===== src/hdl/pap_pkg.sv =====
// Constants, field layouts and the checksum step for the parallel readout port
package pap_pkg;

  // ==========================================================================
  // Register map
  localparam logic [6:0] PAP_OFS_INTERFACE_SETTINGS = 7'h02;
  localparam logic [6:0] PAP_OFS_CHECKSUM_CTRL      = 7'h21;
  localparam logic [6:0] PAP_OFS_FAULT_STATUS       = 7'h22;
  localparam logic [7:0] PAP_RST_INTERFACE_SETTINGS = 8'h00;
  localparam logic [7:0] PAP_RST_CHECKSUM_CTRL      = 8'h00;
  localparam int         PAP_BIT_STATUS_EN          = 6;
  localparam int         PAP_BIT_CHECKSUM_EN        = 2;

  // ==========================================================================
  // Command word fields
  localparam int         PAP_CMD_RD_BIT             = 15;
  localparam int         PAP_CMD_ADDR_MSB           = 14;
  localparam int         PAP_CMD_ADDR_LSB           = 8;

  // ==========================================================================
  // Stream geometry
  localparam int         PAP_CHANNELS               = 8;
  localparam int         PAP_WORD_W                 = 16;
  localparam int         PAP_FIFO_DEPTH             = 8;
  localparam logic [15:0] PAP_CRC_POLY              = 16'h1021;
  localparam logic [15:0] PAP_CRC_SEED              = 16'hffff;

  typedef enum logic [2:0]
  {
    PAP_GEN_IDLE   = 3'b000,
    PAP_GEN_DATA   = 3'b001,
    PAP_GEN_STATUS = 3'b010,
    PAP_GEN_CSUM   = 3'b011,
    PAP_GEN_DONE   = 3'b100
  } pap_gen_e;

  // One word folded into the running checksum, MSB first
  function automatic logic [15:0] pap_crc_step(input logic [15:0] crc, input logic [15:0] word);
    logic [15:0] r;
    logic        fb;
    r = crc;
    for (int i = 15; i >= 0; i--)
    begin
      fb = r[15] ^ word[i];
      r  = {r[14:0], 1'b0};
      if (fb)
      begin
        r = r ^ PAP_CRC_POLY;
      end
    end
    return r;
  endfunction : pap_crc_step

endpackage : pap_pkg


===== src/hdl/pap_stream_if.sv =====
// Valid/ready word stream between the frame generator and the FIFO stages
`timescale 1ns/10ps
interface pap_stream_if #(parameter int W = 17);
  logic         valid;
  logic         ready;
  logic [W-1:0] data;
  modport src (output valid, output data, input ready);
  modport snk (input valid, input data, output ready);
endinterface : pap_stream_if


===== src/hdl/pap_sync.sv =====
// Two-flop synchroniser bank for pin inputs
`timescale 1ns/10ps
module pap_sync
  import pap_pkg::*;
#(
  parameter int W = 1
)
(
  input  wire logic         clk,   // System clock
  input  wire logic         rst_b, // Async reset, active low
  input  wire logic [W-1:0] din,   // Asynchronous pin levels
  output logic      [W-1:0] dout   // Synchronised levels
);

  logic [W-1:0] meta_q;

  // ==========================================================================
  // One pair of flops per bit; pins idle high so reset to ones
  genvar g;
  generate
    for (g = 0; g < W; g++)
    begin : g_bit
      always_ff @(posedge clk or negedge rst_b)
      begin
        if (!rst_b)
        begin
          meta_q[g] <= 1'b1;
          dout[g]   <= 1'b1;
        end
        else
        begin
          meta_q[g] <= din[g];
          dout[g]   <= meta_q[g];
        end
      end
    end
  endgenerate

endmodule : pap_sync


===== src/hdl/pap_fifo.sv =====
// Small show-ahead FIFO with flush, valid/ready on both sides
`timescale 1ns/10ps
module pap_fifo
  import pap_pkg::*;
#(
  parameter int W     = 17,
  parameter int DEPTH = PAP_FIFO_DEPTH
)
(
  input  wire logic   clk,   // System clock
  input  wire logic   rst_b, // Async reset, active low
  input  wire logic   flush, // Drop all stored words
  pap_stream_if.snk   wr_s,  // Filling side
  pap_stream_if.src   rd_s   // Draining side
);

  localparam int AW = $clog2(DEPTH);

  logic [W-1:0] mem [DEPTH];
  logic [AW:0]  wp_q;
  logic [AW:0]  rp_q;
  logic         full;
  logic         empty;
  logic         push;
  logic         pop;

  assign empty      = (wp_q == rp_q);
  assign full       = (wp_q[AW-1:0] == rp_q[AW-1:0]) && (wp_q[AW] != rp_q[AW]);
  assign wr_s.ready = !full && !flush;
  assign rd_s.valid = !empty;
  assign rd_s.data  = mem[rp_q[AW-1:0]];
  assign push       = wr_s.valid && wr_s.ready;
  assign pop        = rd_s.valid && rd_s.ready && !flush;

  always_ff @(posedge clk)
  begin
    if (push)
    begin
      mem[wp_q[AW-1:0]] <= wr_s.data;
    end
  end

  always_ff @(posedge clk or negedge rst_b)
  begin
    if (!rst_b)
    begin
      wp_q <= '0;
      rp_q <= '0;
    end
    else if (flush)
    begin
      wp_q <= '0;
      rp_q <= '0;
    end
    else
    begin
      if (push)
      begin
        wp_q <= wp_q + 1'b1;
      end
      if (pop)
      begin
        rp_q <= rp_q + 1'b1;
      end
    end
  end

endmodule : pap_fifo


===== src/hdl/pap_port.sv =====
// Parallel host port: ADC result readout and register access over a 16-bit strobed bus
//
// Contract
// Each read strobe fall presents the next result, first channel to eighth.
// Chip select may stay low; read strobe alone fetches results.
// Shared chip select/read fall enables the bus and presents the next word.
// New results readable after busy falls; earlier set readable while busy high.
// Output result registers load exactly at the busy falling edge.
// Host completes busy-high reads before busy falls, never reads on it.
// First-channel flag floats while chip select high, driven after it falls.
// First-channel flag high on first result read, low after the next read.
// Checksum enable bit adds one 16-bit checksum word after all channels.
// Checksum covers every driven word: data, headers and zero low bytes.
// Status enable bit gives each channel a result frame then a header frame.
// Header on upper byte, bit 15 its MSB; lower byte zeros.
// Header: reset seen, digital fault, input open, two reserved, channel index.
// Channel index is channel number minus one, in binary.
// Register mode drives the bus only while select and a strobe are low.
// Read command: bit 15 set, address 14..8, low byte ignored; enters register mode.
// Command word and address captured on write strobe rising edge.
// Read after command returns bit 15 low, address, then register contents.
// An all-zero write frame returns to ADC mode; no results in register mode.
// Register write: bit 15 clear, address 14..8, data 7..0.
// Register write data latched on write strobe rising edge.
// Host reads any register before writing a sequence of registers.
// Parallel port active only while interface select is low.
// Chip select rising floats the bus, its falling edge enables drivers.
// Reserved header bits are always driven zero.
`timescale 1ns/10ps
module pap_port
  import pap_pkg::*;
#(
  parameter int NCH = PAP_CHANNELS
)
(
  input  wire logic                  clk,                // 250 MHz system clock
  input  wire logic                  rst_b,              // Async reset, active low
  input  wire logic                  cs_b,               // Chip select pin, active low
  input  wire logic                  rd_b,               // Read strobe pin, active low
  input  wire logic                  wr_b,               // Write strobe pin, active low
  input  wire logic                  busy,               // Conversion in progress pin
  input  wire logic                  interface_select,   // Low selects parallel port
  input  wire logic                  software_mode,      // High when mode straps select software
  input  wire logic [15:0]           parallel_bus_in,    // Bus level seen at the pins
  output logic      [15:0]           parallel_bus_out,   // Bus drive value
  output logic                       parallel_bus_oe,    // High while driving the bus
  output logic                       first_channel_flag, // First-channel indicator value
  output logic                       first_channel_oe,   // High while driving the indicator
  input  wire logic [NCH*16-1:0]     conv_results,       // Core results, channel 0 in low bits
  input  wire logic                  reset_seen,         // Core reset-detected flag
  input  wire logic [7:0]            fault_status,       // Core digital fault register
  input  wire logic [NCH-1:0]        input_open,         // Per-channel open input flags
  output logic      [7:0]            interface_settings  // Settings register to the core
);

  localparam int SW = 6 + 16;
  localparam int FW = 17;

  // ==========================================================================
  // Pin synchronisation
  logic [SW-1:0] pin_s;
  logic          cs_s;
  logic          rd_s;
  logic          wr_s;
  logic          idle_s;
  logic          isel_s;
  logic          swm_s;
  logic [15:0]   bus_s;

  pap_sync #(.W(SW)) u_sync
  (
    .clk   (clk),
    .rst_b (rst_b),
    .din   ({cs_b, rd_b, wr_b, !busy, interface_select, software_mode, parallel_bus_in}),
    .dout  (pin_s)
  );

  assign {cs_s, rd_s, wr_s, idle_s, isel_s, swm_s, bus_s} = pin_s;

  // ==========================================================================
  // Edge detection; busy travels inverted so the ones reset reads as idle, not a fall
  logic rd_d1_q;
  logic wr_d1_q;
  logic idle_d1_q;
  logic rd_fall;
  logic wr_rise;
  logic busy_fall;
  logic port_on;

  always_ff @(posedge clk or negedge rst_b)
  begin
    if (!rst_b)
    begin
      rd_d1_q   <= 1'b1;
      wr_d1_q   <= 1'b1;
      idle_d1_q <= 1'b1;
    end
    else
    begin
      rd_d1_q   <= rd_s;
      wr_d1_q   <= wr_s;
      idle_d1_q <= idle_s;
    end
  end

  assign port_on   = !isel_s;
  assign rd_fall   = rd_d1_q && !rd_s && !cs_s && port_on;
  assign wr_rise   = !wr_d1_q && wr_s && !cs_s && port_on;
  assign busy_fall = !idle_d1_q && idle_s;

  // ==========================================================================
  // Mode and register file
  logic       reg_mode_q;
  logic [6:0] addr_q;
  logic [7:0] settings_q;
  logic [7:0] csum_ctrl_q;
  logic [7:0] reg_val;
  logic       status_en;
  logic       csum_en;

  assign interface_settings = settings_q;
  assign status_en = swm_s && settings_q[PAP_BIT_STATUS_EN];
  assign csum_en   = swm_s && csum_ctrl_q[PAP_BIT_CHECKSUM_EN];

  // Register mode is entered and left only in software mode; there an all-zero frame exits it
  always_ff @(posedge clk or negedge rst_b)
  begin
    if (!rst_b)
    begin
      reg_mode_q <= 1'b0;
      addr_q     <= '0;
    end
    else if (wr_rise && swm_s)
    begin
      if (bus_s == '0)
      begin
        reg_mode_q <= 1'b0;
      end
      else if (bus_s[PAP_CMD_RD_BIT])
      begin
        reg_mode_q <= 1'b1;
        addr_q     <= bus_s[PAP_CMD_ADDR_MSB:PAP_CMD_ADDR_LSB];
      end
    end
  end

  // Writes are accepted in either mode; the all-zero frame writes nothing
  always_ff @(posedge clk or negedge rst_b)
  begin
    if (!rst_b)
    begin
      settings_q  <= PAP_RST_INTERFACE_SETTINGS;
      csum_ctrl_q <= PAP_RST_CHECKSUM_CTRL;
    end
    else if (wr_rise && swm_s && !bus_s[PAP_CMD_RD_BIT] && bus_s != '0)
    begin
      case (bus_s[PAP_CMD_ADDR_MSB:PAP_CMD_ADDR_LSB])
        PAP_OFS_INTERFACE_SETTINGS: settings_q  <= bus_s[7:0];
        PAP_OFS_CHECKSUM_CTRL:      csum_ctrl_q <= bus_s[7:0];
        default:                    ;
      endcase
    end
  end

  always_comb
  begin
    case (addr_q)
      PAP_OFS_INTERFACE_SETTINGS: reg_val = settings_q;
      PAP_OFS_CHECKSUM_CTRL:      reg_val = csum_ctrl_q;
      PAP_OFS_FAULT_STATUS:       reg_val = fault_status;
      default:                    reg_val = 8'h00;
    endcase
  end

  // ==========================================================================
  // Output result registers
  logic [15:0] res_q [NCH];

  genvar g;
  generate
    for (g = 0; g < NCH; g++)
    begin : g_res
      always_ff @(posedge clk or negedge rst_b)
      begin
        if (!rst_b)
        begin
          res_q[g] <= '0;
        end
        else if (busy_fall)
        begin
          res_q[g] <= conv_results[g*16 +: 16];
        end
      end
    end
  endgenerate

  // ==========================================================================
  // Frame generator
  // Frames are built ahead of the strobes so a read only pops the FIFO; bit 16
  // tags the first channel's result frame for the indicator.
  pap_stream_if #(.W(FW)) gen_s ();
  pap_stream_if #(.W(FW)) out_s ();

  pap_gen_e    st_q;
  logic [2:0]  ch_q;
  logic [15:0] crc_q;
  logic [15:0] gen_word;
  logic [7:0]  header;
  logic        push;
  logic        last_ch;

  assign last_ch = (ch_q == 3'(NCH - 1));
  assign header  = {reset_seen, fault_status != 8'h00, input_open[ch_q],
                    2'b00,
                    ch_q};

  always_comb
  begin
    case (st_q)
      PAP_GEN_DATA:   gen_word = res_q[ch_q];
      PAP_GEN_STATUS: gen_word = {header, 8'h00};
      PAP_GEN_CSUM:   gen_word = crc_q;
      default:        gen_word = 16'h0000;
    endcase
  end

  assign gen_s.valid = (st_q == PAP_GEN_DATA) || (st_q == PAP_GEN_STATUS)
                       || (st_q == PAP_GEN_CSUM);
  assign gen_s.data  = {(st_q == PAP_GEN_DATA) && (ch_q == 3'd0), gen_word};
  assign push        = gen_s.valid && gen_s.ready;

  // A busy fall restarts the sequence from the fresh snapshot
  always_ff @(posedge clk or negedge rst_b)
  begin
    if (!rst_b)
    begin
      st_q <= PAP_GEN_DATA;
      ch_q <= '0;
    end
    else if (busy_fall)
    begin
      st_q <= PAP_GEN_DATA;
      ch_q <= '0;
    end
    else if (push)
    begin
      case (st_q)
        PAP_GEN_DATA:
        begin
          if (status_en)
          begin
            st_q <= PAP_GEN_STATUS;
          end
          else if (!last_ch)
          begin
            ch_q <= ch_q + 3'd1;
          end
          else
          begin
            st_q <= csum_en ? PAP_GEN_CSUM : PAP_GEN_DONE;
          end
        end
        PAP_GEN_STATUS:
        begin
          if (!last_ch)
          begin
            st_q <= PAP_GEN_DATA;
            ch_q <= ch_q + 3'd1;
          end
          else
          begin
            st_q <= csum_en ? PAP_GEN_CSUM : PAP_GEN_DONE;
          end
        end
        PAP_GEN_CSUM: st_q <= PAP_GEN_DONE;
        default:      st_q <= PAP_GEN_DONE;
      endcase
    end
  end

  always_ff @(posedge clk or negedge rst_b)
  begin
    if (!rst_b)
    begin
      crc_q <= PAP_CRC_SEED;
    end
    else if (busy_fall)
    begin
      crc_q <= PAP_CRC_SEED;
    end
    else if (push && st_q != PAP_GEN_CSUM)
    begin
      crc_q <= pap_crc_step(crc_q, gen_word);
    end
  end

  // ==========================================================================
  // Result FIFO
  // Flushed on busy fall so stale frames of the old conversion never leak out
  pap_fifo #(.W(FW), .DEPTH(PAP_FIFO_DEPTH)) u_fifo
  (
    .clk   (clk),
    .rst_b (rst_b),
    .flush (busy_fall),
    .wr_s  (gen_s),
    .rd_s  (out_s)
  );

  assign out_s.ready = rd_fall && !reg_mode_q;

  // ==========================================================================
  // Pin drivers
  always_ff @(posedge clk or negedge rst_b)
  begin
    if (!rst_b)
    begin
      parallel_bus_out <= '0;
    end
    else if (rd_fall && reg_mode_q)
    begin
      parallel_bus_out <= {1'b0, addr_q, reg_val};
    end
    else if (rd_fall && out_s.valid && !busy_fall)
    begin
      parallel_bus_out <= out_s.data[15:0];
    end
  end

  // A read past the end of the sequence repeats the last word on the bus
  always_ff @(posedge clk or negedge rst_b)
  begin
    if (!rst_b)
    begin
      first_channel_flag <= 1'b0;
    end
    else if (rd_fall && !reg_mode_q && !busy_fall)
    begin
      first_channel_flag <= out_s.valid && out_s.data[16];
    end
  end

  always_ff @(posedge clk or negedge rst_b)
  begin
    if (!rst_b)
    begin
      parallel_bus_oe <= 1'b0;
    end
    else if (reg_mode_q)
    begin
      // Only the read phase drives; the host owns the bus during writes
      parallel_bus_oe <= port_on && !cs_s && !rd_s;
    end
    else
    begin
      parallel_bus_oe <= port_on && !cs_s && wr_s;
    end
  end

  always_ff @(posedge clk or negedge rst_b)
  begin
    if (!rst_b)
    begin
      first_channel_oe <= 1'b0;
    end
    else
    begin
      first_channel_oe <= port_on && !cs_s;
    end
  end

endmodule : pap_port


===== config.mk =====
export PLATFORM = sky130hd
export DESIGN_NAME = pap_port
export DESIGN_NICKNAME = d
export VERILOG_FILES = /design/src/hdl/pap_pkg.sv /design/src/hdl/pap_stream_if.sv /design/src/hdl/pap_sync.sv /design/src/hdl/pap_fifo.sv /design/src/hdl/pap_port.sv
export SDC_FILE = /design/constraint.sdc
export NUM_CORES = 1
export LEC_CHECK = 0
export BUFFER_PORTS_ARGS = -buffer_cell sky130_fd_sc_hd__buf_2
export CORE_MARGIN = 2
export CORE_UTILIZATION = 55
export DETAILED_ROUTE_END_ITERATION = 10
export GPL_TIMING_DRIVEN = 0
export PLACE_DENSITY_LB_ADDON = 0.12
export RECOVER_POWER = 100
export SYNTH_ARGS = -nofsm -noshare
export SYNTH_HDL_FRONTEND = slang
export SYNTH_SLANG_ARGS = --single-unit

===== constraint.sdc =====
create_clock -name clk -period 5.8 [get_ports clk]
set_input_delay 0.58 -clock clk [delete_from_list [all_inputs] [get_ports clk]]
set_output_delay 0.58 -clock clk [all_outputs]
set_load 0.01 [all_outputs]

* Word level (Yosys, flattened, before mapping)
Memory sizes are Yosys's and may differ from the RTL's.
Cells that the tools add are included.
** Storage, ports and cells
- Input port bits :: 169
- Logic and storage cells :: 258
- Output and inout port bits :: 27
- Memory bits (writable) :: 136
- Flip-flop bits (word level) :: 248
- Memories kept :: 1
** Operators by class
- Mux-type cells :: 78
- Order comparisons :: 2
- Bitwise logic cells :: 34
- Add/subtract/negate cells :: 3
- Equal/unequal tests :: 15
- Reduce and logical (&&, ||, !) cells :: 57
** Memories
- u_fifo.mem :: words 8, width 17, read ports 1, clocked after Yosys merged registers in 0, write ports 1, line pap_fifo.sv:19 : logic [W-1:0] mem [DEPTH];
** Operator list (count)
- 16-bit 2-to-1 mux :: 36
- 13-bit 2-to-1 mux :: 16
- 16-bit binary-select mux with 3-bit select :: 1
- 3-bit NOT :: 16
- 16-bit case mux with 3 select lines :: 1
- 3-bit 2-to-1 mux :: 10
- 1-bit logical AND :: 28
- 8-bit case mux with 3 select lines :: 1
- 7-bit by 6-bit == test with 1-bit output, second input constant :: 3
- 16-bit zero test :: 1
- 4-bit 2-to-1 mux :: 4
- 16-bit nonzero test :: 1
- 1-bit XOR :: 16
- 7-bit by 2-bit == test with 1-bit output, second input constant :: 2
- 3-bit case mux with 2 select lines :: 2
- 1-bit zero test :: 11
- 2-bit nonzero test :: 5
- 4-bit by 1-bit adder with 4-bit output, second input constant :: 2
- 2-bit AND reduction :: 4
- 8-bit nonzero test :: 1
- 3-bit by 2-bit == test with 1-bit output, second input constant :: 2
- 1-bit 2-to-1 mux :: 6
- 3-bit by 2-bit inequality test with 1-bit output, second input constant :: 2
- 3-bit AND reduction :: 2
- other kinds (15) :: 16

* Depth between registers and ports, before layout
Gate-level depths: netlist (run 1).
- Depth after elaboration :: 69
- Depth in mapped cells :: 12
- Depth with buffers taken out :: 9

* Hierarchy
A second synthesis (run 1) with hierarchy kept.
** Second synthesis, totals
- Cell total of the unflattened synthesis :: 1319
- Area total of the unflattened synthesis :: 16832.4 um^2
** Modules (own cells, without submodules)
- pap_port :: area an instance 9862.0 um^2, cells each 998, sequential area each 4929.7 um^2, instances 1
- pap_fifo :: area an instance 5814.3 um^2, cells each 277, sequential area each 4284.1 um^2, instances 1
- pap_sync :: area an instance 1156.1 um^2, cells each 44, sequential area each 1156.1 um^2, instances 1

* Least setup slack after synthesis (run 1)
OpenSTA, ideal clock, no wires.
- Path kind :: reg2reg
- Start point :: register u_fifo.rp_q[0]
- End point :: memory u_fifo.mem[4][0] (enable)
- Period minus slack after synthesis :: 3.209 ns
- Library setup time :: 0.412 ns
- Path buffers :: 1
- Slack :: 2.591 ns
- Stages on the path, launching flop included :: 8
- Required time :: 5.388 ns
- Arrival time :: 2.796 ns
- Cell sequence :: dfrtp_1 clkbuf_1 xnor2_1 nand3_1 nor2_1 nor4_1 nand2_1 nor3_1
** Between the ends
- Longest elaborated chain between the ends :: 7
** Ends and longest elaborated chain
- start: declaration :: line pap_fifo.sv:21 : logic [AW:0] rp_q;
- start signal: assignment :: line pap_fifo.sv:63 : rp_q <= rp_q + 1'b1;
- 3-bit == test :: line pap_fifo.sv:28 : assign full = (wp_q[AW-1:0] == rp_q[AW-1:0]) && (wp_q[AW] != rp_q[AW]);
- 1-bit logical AND :: line pap_fifo.sv:28
- 1-bit zero test :: line pap_fifo.sv:29 : assign wr_s.ready = !full && !flush;
- 1-bit logical AND :: line pap_fifo.sv:29
- 1-bit logical AND :: line pap_fifo.sv:32 : assign push = wr_s.valid && wr_s.ready;
- 1-bit 2-to-1 mux :: line pap_fifo.sv:37 : if (push)
- 1-bit 2-to-1 mux (not written as such) :: line pap_fifo.sv:39 : mem[wp_q[AW-1:0]] <= wr_s.data;
- end: declaration :: line pap_fifo.sv:19
Every way passes these cells.

* Final worst setup path (run 1)
- Start point :: register ch_q[1]
- End point :: register crc_q[8]
** Between the ends
- Elaborated cells between the ends (all ways) :: 62
- Those cells by class :: mux (52); bitwise (10)
** RTL lines
- start: declaration :: line pap_port.sv:205 : logic [2:0] ch_q;
- start signal: assignment :: line pap_port.sv:256 : ch_q <= ch_q + 3'd1;
- start signal: assignment :: line pap_port.sv:268 : ch_q <= ch_q + 3'd1;
- 3-bit NOT with 4-bit output (not written as such) :: line pap_port.sv:220 : PAP_GEN_DATA: gen_word = res_q[ch_q];
- 16-bit binary-select mux with 3-bit select :: line pap_port.sv:220
- 16-bit 2-to-1 mux (not written as such) (2 in series) :: line pap_port.sv:220
- 16-bit case mux with 3 select lines :: line pap_port.sv:219 : case (st_q)
- net gen_s.data[3] :: line pap_stream_if.sv:6 : logic [W-1:0] data;
- 1-bit XOR :: line pap_pkg.sv:44 : fb = r[15] ^ word[i];
- 13-bit 2-to-1 mux :: line pap_pkg.sv:46 : if (fb)
- 16-bit 2-to-1 mux :: line pap_port.sv:291 : else if (push && st_q != PAP_GEN_CSUM)
- [2 not listed]
- 16-bit 2-to-1 mux :: line pap_port.sv:291
- 16-bit 2-to-1 mux :: line pap_port.sv:287 : else if (busy_fall)
- 13-bit 2-to-1 mux :: line pap_pkg.sv:46
- 16-bit 2-to-1 mux :: line pap_port.sv:291
- 16-bit 2-to-1 mux :: line pap_port.sv:287
- 13-bit 2-to-1 mux :: line pap_pkg.sv:46
- 16-bit 2-to-1 mux :: line pap_port.sv:291
- 16-bit 2-to-1 mux :: line pap_port.sv:287
- end signal: assignment :: line pap_port.sv:293 : crc_q <= pap_crc_step(crc_q, gen_word);
- end: declaration :: line pap_port.sv:206 : logic [15:0] crc_q;
The timed path passes the listed nets, and every way through them passes these cells. The select of a mux whose other input is x is not followed.
A chain may end at the register's enable or synchronous reset.

==> flow_results.xml, run 1 <==
<?xml version="1.0" encoding="UTF-8"?>
<metrics>
  <group name="synth">
    <metric name="synthMuxAreaShare" unit="%">14.1</metric>
    <metric name="synth_seq_area_share" unit="%">62.8</metric>
    <metric name="synthSimpleGateAreaFrac" unit="%">13.3</metric>
    <metric name="synth_area" unit="mm²">0.0165</metric>
    <metric name="asyncSetResetFlopFracSynth" unit="%">64.6</metric>
    <metric name="yosysWarningCount" unit="">0</metric>
    <metric name="syn_avg_cell_area" unit="µm²">12.6</metric>
    <metric name="post_synthesis_sequential_element_count" unit="">384</metric>
    <metric name="synth.lib_cells_used.distinct" unit="">68</metric>
    <metric name="count_of_flip_flops_with_a_built_in_enable_after_synthesis" unit="">136</metric>
    <metric name="synth-compound-area-share" unit="%">4.23</metric>
    <metric name="postSynthCellCount" unit="">1305</metric>
    <metric name="synth_fa_ha_area_share" unit="%">0.379</metric>
    <metric name="syn_nets" unit="">1479</metric>
    <metric name="synth_ff_type" unit="">sky130_fd_sc_hd__dfrtp_1</metric>
    <metric name="synth_top_family_by_area" unit="">multiplexers</metric>
    <metric name="post_synth_xor_area_fraction" unit="%">3.04</metric>
  </group>
  <group name="place">
    <metric name="placedInstanceArea" unit="mm²">0.0182</metric>
    <metric name="dp_slack" unit="ns">2.16</metric>
    <metric name="numPortBuffers" unit="">195</metric>
    <metric name="gp_routability_congestion" unit="">0.899</metric>
    <metric name="detailed_place_hpwl" unit="µm">29500</metric>
  </group>
  <group name="drt">
    <metric name="drt_pass1_iterations" unit="">7</metric>
    <metric name="detailroute.wirelength.met2" unit="µm">20400</metric>
    <metric name="dr_total_vias" unit="">11100</metric>
    <metric name="routedWlPerCell" unit="µm">21.0</metric>
    <metric name="drt.antenna.violating_nets" unit="">0</metric>
    <metric name="met3WireLength" unit="µm">2650</metric>
    <metric name="drcViolationCount" unit="">0</metric>
    <metric name="via_per_inst" unit="">5.60</metric>
    <metric name="drt-initial-drc-count" unit="">989</metric>
    <metric name="maxUsedRoutingLayer" unit="">met4</metric>
    <metric name="routedLengthMet1" unit="µm">17100</metric>
    <metric name="totalWireLength" unit="µm">41400</metric>
  </group>
  <group name="global_routing">
    <metric name="grt_pass1_vias" unit="">11200</metric>
    <metric name="antenna_violations_before_repair" unit="">0</metric>
    <metric name="tot_gr_track_use" unit="%">27.0</metric>
    <metric name="grt_overflow" unit="">0</metric>
    <metric name="pin_count_of_the_biggest_net_entering_global_routing" unit="">126</metric>
    <metric name="grt_first_pass_wirelength" unit="µm">63400</metric>
  </group>
  <group name="setup_path">
    <metric name="setup.reg_to_reg.worst_slack" unit="ns">1.29</metric>
    <metric name="max_stage_delay" unit="ns">0.70</metric>
    <metric name="cpMostUsedCell" unit="">sky130_fd_sc_hd__xor2_1</metric>
    <metric name="worst_path_dominant_cell_family" unit="">buffers and inverters</metric>
    <metric name="critPathBufInv" unit="">4</metric>
    <metric name="worst-endpoint-arrival" unit="ns">4.96</metric>
    <metric name="worstPathCellList" unit="">clkbuf_1 &gt; buf_6 &gt; clkbuf_1 &gt; buf_4 &gt; mux4_2 &gt; mux2i_1 &gt; o21ai_1 &gt; xor2_1 &gt; xnor2_1 &gt; xor2_1 &gt; xor2_1 &gt; a21oi_1</metric>
    <metric name="critical-path-slowest-cell" unit="">sky130_fd_sc_hd__clkbuf_1</metric>
    <metric name="timing.critical_path.required" unit="ns">6.25</metric>
    <metric name="timing_worst_setup_path_type" unit="">reg -&gt; reg</metric>
    <metric name="endpoint_kind" unit="">flip-flop</metric>
    <metric name="path_max_fanout" unit="">10</metric>
    <metric name="critical_path.startpoint_type" unit="">flip-flop</metric>
  </group>
  <group name="timing">
    <metric name="worst_slew_pin_slew" unit="ns">2.08</metric>
    <metric name="timing.fmax" unit="MHz">222</metric>
    <metric name="finalHoldViolations" unit="">0</metric>
    <metric name="max_slew_margin" unit="%">-38.8</metric>
    <metric name="clock_skew" unit="ns">0.0191</metric>
    <metric name="unrepaired_setup_endpoints_after_global_routing" unit="">no</metric>
    <metric name="period_needed" unit="ns">4.51</metric>
    <metric name="maxSlewViolCount" unit="">182</metric>
    <metric name="finalSetupViolCount" unit="">0</metric>
    <metric name="final_critical_path_setup_slack" unit="ns">1.29</metric>
    <metric name="fin_crit_sh" unit="%">77.7</metric>
  </group>
  <group name="floorplan">
    <metric name="core_area" unit="mm²">0.0296</metric>
    <metric name="full_die_area" unit="mm²">0.0314</metric>
    <metric name="chipWidth" unit="µm">177</metric>
    <metric name="ios" unit="">196</metric>
    <metric name="num_rows" unit="">63</metric>
    <metric name="floorplan.die.height" unit="µm">177</metric>
    <metric name="initial_core_util" unit="%">55.8</metric>
  </group>
  <group name="hold_path">
    <metric name="hold_path_class" unit="">in -&gt; reg</metric>
  </group>
  <group name="clock_network">
    <metric name="clock_root_buffer" unit="">sky130_fd_sc_hd__clkbuf_16</metric>
    <metric name="cts_inserted_buffers" unit="">40</metric>
    <metric name="cts-htree-levels" unit="">2</metric>
    <metric name="holdBufCountCts" unit="">1</metric>
    <metric name="clock_tree_from_tritoncts" unit="">built</metric>
    <metric name="clock_latency" unit="ns">0.54</metric>
    <metric name="postCtsSetupRepairBufs" unit="">0</metric>
    <metric name="number_of_gates_resized_after_cts" unit="">0</metric>
    <metric name="clk_path_buf_depth" unit="">3</metric>
    <metric name="numClockSinks" unit="">384</metric>
    <metric name="clkTransAtPathRegs" unit="ns">0.07</metric>
  </group>
  <group name="cells_and_area">
    <metric name="drive_above_1_share" unit="%">25.0</metric>
    <metric name="num_antenna_cells" unit="">0</metric>
    <metric name="final.fill_count" unit="">2276</metric>
    <metric name="finalNetCount" unit="">1727</metric>
    <metric name="layout_cell_area_excl_fill" unit="mm²">0.0194</metric>
    <metric name="area_growth_syn_to_layout" unit="%">17.3</metric>
  </group>
  <group name="run_status">
    <metric name="violations" unit="">max-capacitance violations, max-slew violations</metric>
    <metric name="run_status" unit="">finished with violations</metric>
  </group>
  <group name="pwr">
    <metric name="power_leakage" unit="nW">8.32</metric>
    <metric name="design_power_total" unit="mW">9.25</metric>
    <metric name="power_density" unit="mW/mm²">478</metric>
    <metric name="peakVddDrop" unit="mV">0.257</metric>
  </group>
  <group name="job">
    <metric name="cap_viol_max_count" unit="">4</metric>
  </group>
</metrics>
==> metrics by stage <==
| step | util (%) | TNS (ns) | hold WS [ns] | instances |
|---|---|---|---|---|
| finish | 65.5 | 0 | 0.142 | 1975 |
| CTS | 66.4 | 0 | 0.128 | 1975 |
| floorplan | - | 0 | 0.284 | 1305 |
| global placement | 60.8 | -30.64 | 0.346 | 1890 |
| detailed placement | 61.6 | 0 | 0.347 | 1900 |
| global route | 65.5 | 0 | 0.126 | 1975 |
==> area by class of cell <==
type	instances	area, µm²	area share, %
Multi-Input combinational cell	844	5750	29.7
Inverter	7	26.3	0.136
Buffer	70	308	1.59
Sequential cell	384	10400	53.6
Tap cell	390	488	2.52
Timing Repair Buffer	206	1010	5.24
Clock buffer	58	1240	6.43
Clock inverter	16	155	0.802
==> placed cells by master, fill, tap and decap left out, types with 30 or more instances in the layout <==
cell type / count
sky130_fd_sc_hd__nand2_1: 442
sky130_fd_sc_hd__dfrtp_1: 184
sky130_fd_sc_hd__buf_2: 171
sky130_fd_sc_hd__edfxtp_1: 136
sky130_fd_sc_hd__clkbuf_1: 100
sky130_fd_sc_hd__dfstp_2: 60
sky130_fd_sc_hd__mux4_2: 55
sky130_fd_sc_hd__nor2_1: 52
sky130_fd_sc_hd__mux2i_1: 46
sky130_fd_sc_hd__clkbuf_16: 44
sky130_fd_sc_hd__xnor2_1: 30
==> worst register-to-register path: cells and delay by family (launching register included) <==
kind,cells,cell delay (ns)
flip-flops,1,0.48
multiplexers,2,0.65
AO/OA/AOI/OAI,2,0.35
XOR/XNOR,4,1.02
buffers and inverters,4,1.92
==> flip-flops by register name, summed over array words and instances, names as in the netlist, 3 cells and up <==
name / cells
u_fifo.wp_q: 4
parallel_bus_out: 16
u_sync.meta_q: 22
st_q: 3
interface_settings: 8
csum_ctrl_q: 8
u_fifo.rp_q: 4
u_fifo.mem: 136
res_q: 128
crc_q: 16
ch_q: 3
u_sync.dout: 22
addr_q: 7
==> power by group <==
| group | internal (mW) | total [mW] | switching (mW) |
|---|---|---|---|
| logic | 1.25 | 2.93 | 1.68 |
| clock network | 1.59 | 2.66 | 1.07 |
| registers | 3.44 | 3.67 | 0.232 |
==> cells in the mapped netlist (6+ instances only) <==
| cell | count | area, µm² |
|---|---|---|
| sky130_fd_sc_hd__a21oi_1 | 26 | 130 |
| sky130_fd_sc_hd__xor2_1 | 13 | 114 |
| sky130_fd_sc_hd__o211ai_1 | 8 | 60.1 |
| sky130_fd_sc_hd__a21o_1 | 7 | 52.6 |
| sky130_fd_sc_hd__edfxtp_1 | 136 | 4080 |
| sky130_fd_sc_hd__nand2_1 | 442 | 1660 |
| sky130_fd_sc_hd__mux4_1 | 11 | 289 |
| sky130_fd_sc_hd__dfrtp_1 | 184 | 4600 |
| sky130_fd_sc_hd__dfstp_2 | 64 | 1680 |
| sky130_fd_sc_hd__o21ai_0 | 26 | 130 |
| sky130_fd_sc_hd__nor3_1 | 8 | 40.0 |
| sky130_fd_sc_hd__nor4_1 | 6 | 37.5 |
| sky130_fd_sc_hd__a222oi_1 | 8 | 80.1 |
| sky130_fd_sc_hd__xnor2_1 | 26 | 228 |
| sky130_fd_sc_hd__mux4_2 | 55 | 1240 |
| sky130_fd_sc_hd__nor2_1 | 52 | 195 |
| sky130_fd_sc_hd__inv_1 | 7 | 26.3 |
| sky130_fd_sc_hd__nand2b_1 | 8 | 50.1 |
| sky130_fd_sc_hd__clkbuf_1 | 53 | 199 |
| sky130_fd_sc_hd__mux2_2 | 27 | 304 |
| sky130_fd_sc_hd__mux2i_1 | 46 | 460 |
==> metal layers <==
layer | up-vias | track usage, %
met1 | 5499 | 36.6
met2 | 426 | 45.0
met4 | 0 | 8.75
met3 | 82 | 4.10
met5 | - | 0
li1 | 5062 | -
==> final timing paths <==
path,from,end,cells after the start
setup / recovery,ch_q[1],crc_q[8],12
hold / removal,parallel_bus_in[6],u_sync.meta_q[6],1
setup reg to reg,ch_q[1],crc_q[8],12
max in group asynchronous,rst_b,addr_q[6],4
min in group asynchronous,rst_b,res_q[98],2
hold reg to reg,u_sync.meta_q[20],u_sync.dout[20],0
==> cell families after synthesis <==
group / Yosys count
DFF: 384
and+or+nand+nor: 544
AOI/OAI and AO/OA: 105
muxes: 142
buffers and inverters: 77
xor gates and xnor gates: 48
adders and majority gates: 5
Note: power is estimated with default switching activity, not from simulation.
==> inputs of run 2 (changes only) <==
==> constraint.sdc (replaced) <==
create_clock -name clk -period 4.34 [get_ports clk]
set_input_delay 0.434 -clock clk [delete_from_list [all_inputs] [get_ports clk]]
set_output_delay 0.434 -clock clk [all_outputs]
set_load 0.01 [all_outputs]
==> flow_results.xml, run 2 (synthesis gave the netlist of run 1 again) <==
<?xml version="1.0" encoding="UTF-8"?>
<metrics>
  <group name="run_status">
    <metric name="run_status" unit="">finished with violations</metric>
    <metric name="violations" unit="">max-capacitance violations, max-slew violations</metric>
  </group>
  <group name="setup_path">
    <metric name="critical_path.startpoint_type" unit="">flip-flop</metric>
    <metric name="timing.critical_path.required" unit="ns">4.79</metric>
    <metric name="cpMostUsedCell" unit="">sky130_fd_sc_hd__xor2_1</metric>
    <metric name="worstPathCellList" unit="">buf_2 &gt; buf_2 &gt; clkbuf_1 &gt; mux2i_1 &gt; o21ai_0 &gt; xor2_1 &gt; xnor2_1 &gt; xor2_1 &gt; xor2_1 &gt; a21oi_1</metric>
    <metric name="worst_path_dominant_cell_family" unit="">buffers and inverters</metric>
    <metric name="critical-path-slowest-cell" unit="">sky130_fd_sc_hd__o21ai_0</metric>
    <metric name="max_stage_delay" unit="ns">0.76</metric>
    <metric name="critPathBufInv" unit="">3</metric>
    <metric name="endpoint_kind" unit="">flip-flop</metric>
    <metric name="path_max_fanout" unit="">10</metric>
    <metric name="worst-endpoint-arrival" unit="ns">4.32</metric>
    <metric name="timing_worst_setup_path_type" unit="">reg -&gt; reg</metric>
  </group>
  <group name="global_routing">
    <metric name="grt_pass1_vias" unit="">11300</metric>
    <metric name="pin_count_of_the_biggest_net_entering_global_routing" unit="">126</metric>
    <metric name="groute.layer.met2.usage" unit="%">45.1</metric>
    <metric name="tot_gr_track_use" unit="%">27.1</metric>
    <metric name="gr-usage-met1" unit="%">36.9</metric>
    <metric name="grt_most_used_layer" unit="">met2</metric>
    <metric name="grt_overflow" unit="">0</metric>
    <metric name="grt_first_pass_wirelength" unit="µm">63900</metric>
    <metric name="global_route.usage.met3" unit="%">4.12</metric>
    <metric name="antenna_violations_before_repair" unit="">0</metric>
  </group>
  <group name="pwr">
    <metric name="peakVddDrop" unit="mV">0.341</metric>
    <metric name="design_power_total" unit="mW">12.5</metric>
    <metric name="power_leakage" unit="nW">8.48</metric>
    <metric name="power_density" unit="mW/mm²">632</metric>
  </group>
  <group name="floorplan">
    <metric name="chipWidth" unit="µm">177</metric>
    <metric name="floorplan.die.height" unit="µm">177</metric>
    <metric name="initial_core_util" unit="%">55.8</metric>
    <metric name="core_area" unit="mm²">0.0296</metric>
    <metric name="ios" unit="">196</metric>
    <metric name="num_rows" unit="">63</metric>
    <metric name="full_die_area" unit="mm²">0.0314</metric>
  </group>
  <group name="cells_and_area">
    <metric name="drive_above_1_share" unit="%">25.6</metric>
    <metric name="count_of_non_filler_cells_in_the_finished_layout" unit="">1996</metric>
    <metric name="finalNetCount" unit="">1748</metric>
    <metric name="num_antenna_cells" unit="">0</metric>
    <metric name="largest_reg_flops" unit="">136</metric>
    <metric name="area_growth_syn_to_layout" unit="%">19.5</metric>
    <metric name="commonest_non_fill_non_tap_cell_in_the_layout" unit="">sky130_fd_sc_hd__nand2_1</metric>
    <metric name="fin_util" unit="%">66.7</metric>
    <metric name="most-common-layout-cells" unit="">sky130_fd_sc_hd__nand2_1 (442), sky130_fd_sc_hd__dfrtp_1 (184), sky130_fd_sc_hd__buf_2 (170), sky130_fd_sc_hd__edfxtp_1 (136), sky130_fd_sc_hd__clkbuf_1 (91)</metric>
  </group>
  <group name="clock_network">
    <metric name="clock_latency" unit="ns">0.54</metric>
    <metric name="cts-htree-levels" unit="">2</metric>
    <metric name="holdBufCountCts" unit="">22</metric>
    <metric name="clock_root_buffer" unit="">sky130_fd_sc_hd__clkbuf_16</metric>
    <metric name="cts_inserted_buffers" unit="">40</metric>
    <metric name="clk_path_buf_depth" unit="">3</metric>
    <metric name="number_of_gates_resized_after_cts" unit="">0</metric>
    <metric name="clock_tree_from_tritoncts" unit="">built</metric>
    <metric name="postCtsSetupRepairBufs" unit="">0</metric>
    <metric name="clkTransAtPathRegs" unit="ns">0.07</metric>
    <metric name="numClockSinks" unit="">384</metric>
  </group>
  <group name="timing">
    <metric name="clock_skew" unit="ns">0.0221</metric>
    <metric name="fin_hold_ws" unit="ns">0.0167</metric>
    <metric name="final_critical_path_setup_slack" unit="ns">0.474</metric>
    <metric name="max_slew_margin" unit="%">-39.1</metric>
    <metric name="fin_crit_sh" unit="%">89.1</metric>
    <metric name="finalSetupViolCount" unit="">0</metric>
    <metric name="unrepaired_setup_endpoints_after_global_routing" unit="">no</metric>
    <metric name="maxSlewViolCount" unit="">35</metric>
    <metric name="worst_slew_pin_slew" unit="ns">2.09</metric>
    <metric name="finalHoldViolations" unit="">0</metric>
    <metric name="timing.fmax" unit="MHz">259</metric>
    <metric name="period_needed" unit="ns">3.87</metric>
  </group>
  <group name="place">
    <metric name="numPortBuffers" unit="">195</metric>
    <metric name="detailed_place_hpwl" unit="µm">29500</metric>
    <metric name="gp_routability_congestion" unit="">0.899</metric>
    <metric name="placedCellCount" unit="">1900</metric>
    <metric name="dp_slack" unit="ns">0.695</metric>
  </group>
  <group name="job">
    <metric name="cap_viol_max_count" unit="">1</metric>
  </group>
  <group name="drt">
    <metric name="drt_pass1_iterations" unit="">5</metric>
    <metric name="drt-initial-drc-count" unit="">961</metric>
    <metric name="dr_total_vias" unit="">11100</metric>
    <metric name="totalWireLength" unit="µm">41400</metric>
    <metric name="routedWlPerCell" unit="µm">20.8</metric>
    <metric name="drcViolationCount" unit="">0</metric>
    <metric name="drt.antenna.violating_nets" unit="">0</metric>
    <metric name="via_per_inst" unit="">5.57</metric>
  </group>
  <group name="hold_path">
    <metric name="hold_path_class" unit="">in -&gt; reg</metric>
  </group>
</metrics>
## run 2: changes by cell type in the layout (fill, tap and decap cells not counted), sizes merged
cell	before	now
dlygate4sd3	1	22
buf	179	187
clkbuf	154	146
## run 2: through the flow
stage | area [µm²] | setup TNS, ns
after CTS | 19800 | 0
after global placement | 18000 | -290.08
after floorplan | 16500 | 0
after detailed placement | 18200 | 0
after global routing | 19700 | 0
final | 19700 | 0
## run 2: worst reg2reg max path, stage by stage (launching register included)
cell,delay (ns)
sky130_fd_sc_hd__dfrtp_1,0.35
sky130_fd_sc_hd__buf_2,0.30
sky130_fd_sc_hd__buf_2,0.38
sky130_fd_sc_hd__clkbuf_1,0.64
sky130_fd_sc_hd__mux2i_1,0.29
sky130_fd_sc_hd__o21ai_0,0.77
sky130_fd_sc_hd__xor2_1,0.17
sky130_fd_sc_hd__xnor2_1,0.22
sky130_fd_sc_hd__xor2_1,0.39
sky130_fd_sc_hd__xor2_1,0.21
sky130_fd_sc_hd__a21oi_1,0.09
## run 2: area by class of cell
type	instances	area [µm²]
multi-input combinational	844	5780
clock buffer	58	1240
inverter	7	26.3
sequential	384	10400
tap	390	488
timing repair buffer	227	1340
clock inverter	16	155
fill	2236	9840
buffer	70	318
## run 2: final timing paths
check | startpoint | to | slack (ns) | cells past startpoint
worst max-delay path | ch_q[2] | crc_q[8] | 0.47 | 10
worst min-delay path | busy | u_sync.meta_q[18] | 0.02 | 2
worst max register to register | ch_q[2] | crc_q[8] | 0.47 | 10
worst min register to register | u_sync.meta_q[1] | u_sync.dout[1] | 0.35 | 0
max in group asynchronous | rst_b | u_fifo.wp_q[3] | 0.91 | 4
min in group asynchronous | rst_b | res_q[98] | 1.06 | 2
## run 2: power breakdown
group | switching, mW | leakage, nW | internal, mW
Clock | 1.43 | 0.692 | 2.12
Combinational | 2.27 | 3.56 | 1.74
Sequential | 0.312 | 4.23 | 4.59
## run 2: metal layers
| metal | routed length, µm | vias up |
|---|---|---|
| li1 | - | 5104 |
| met1 | 17100 | 5512 |
| met2 | 20400 | 425 |
| met3 | 2590 | 83 |
| met4 | 1260 | 0 |
| met5 | 0 | - |
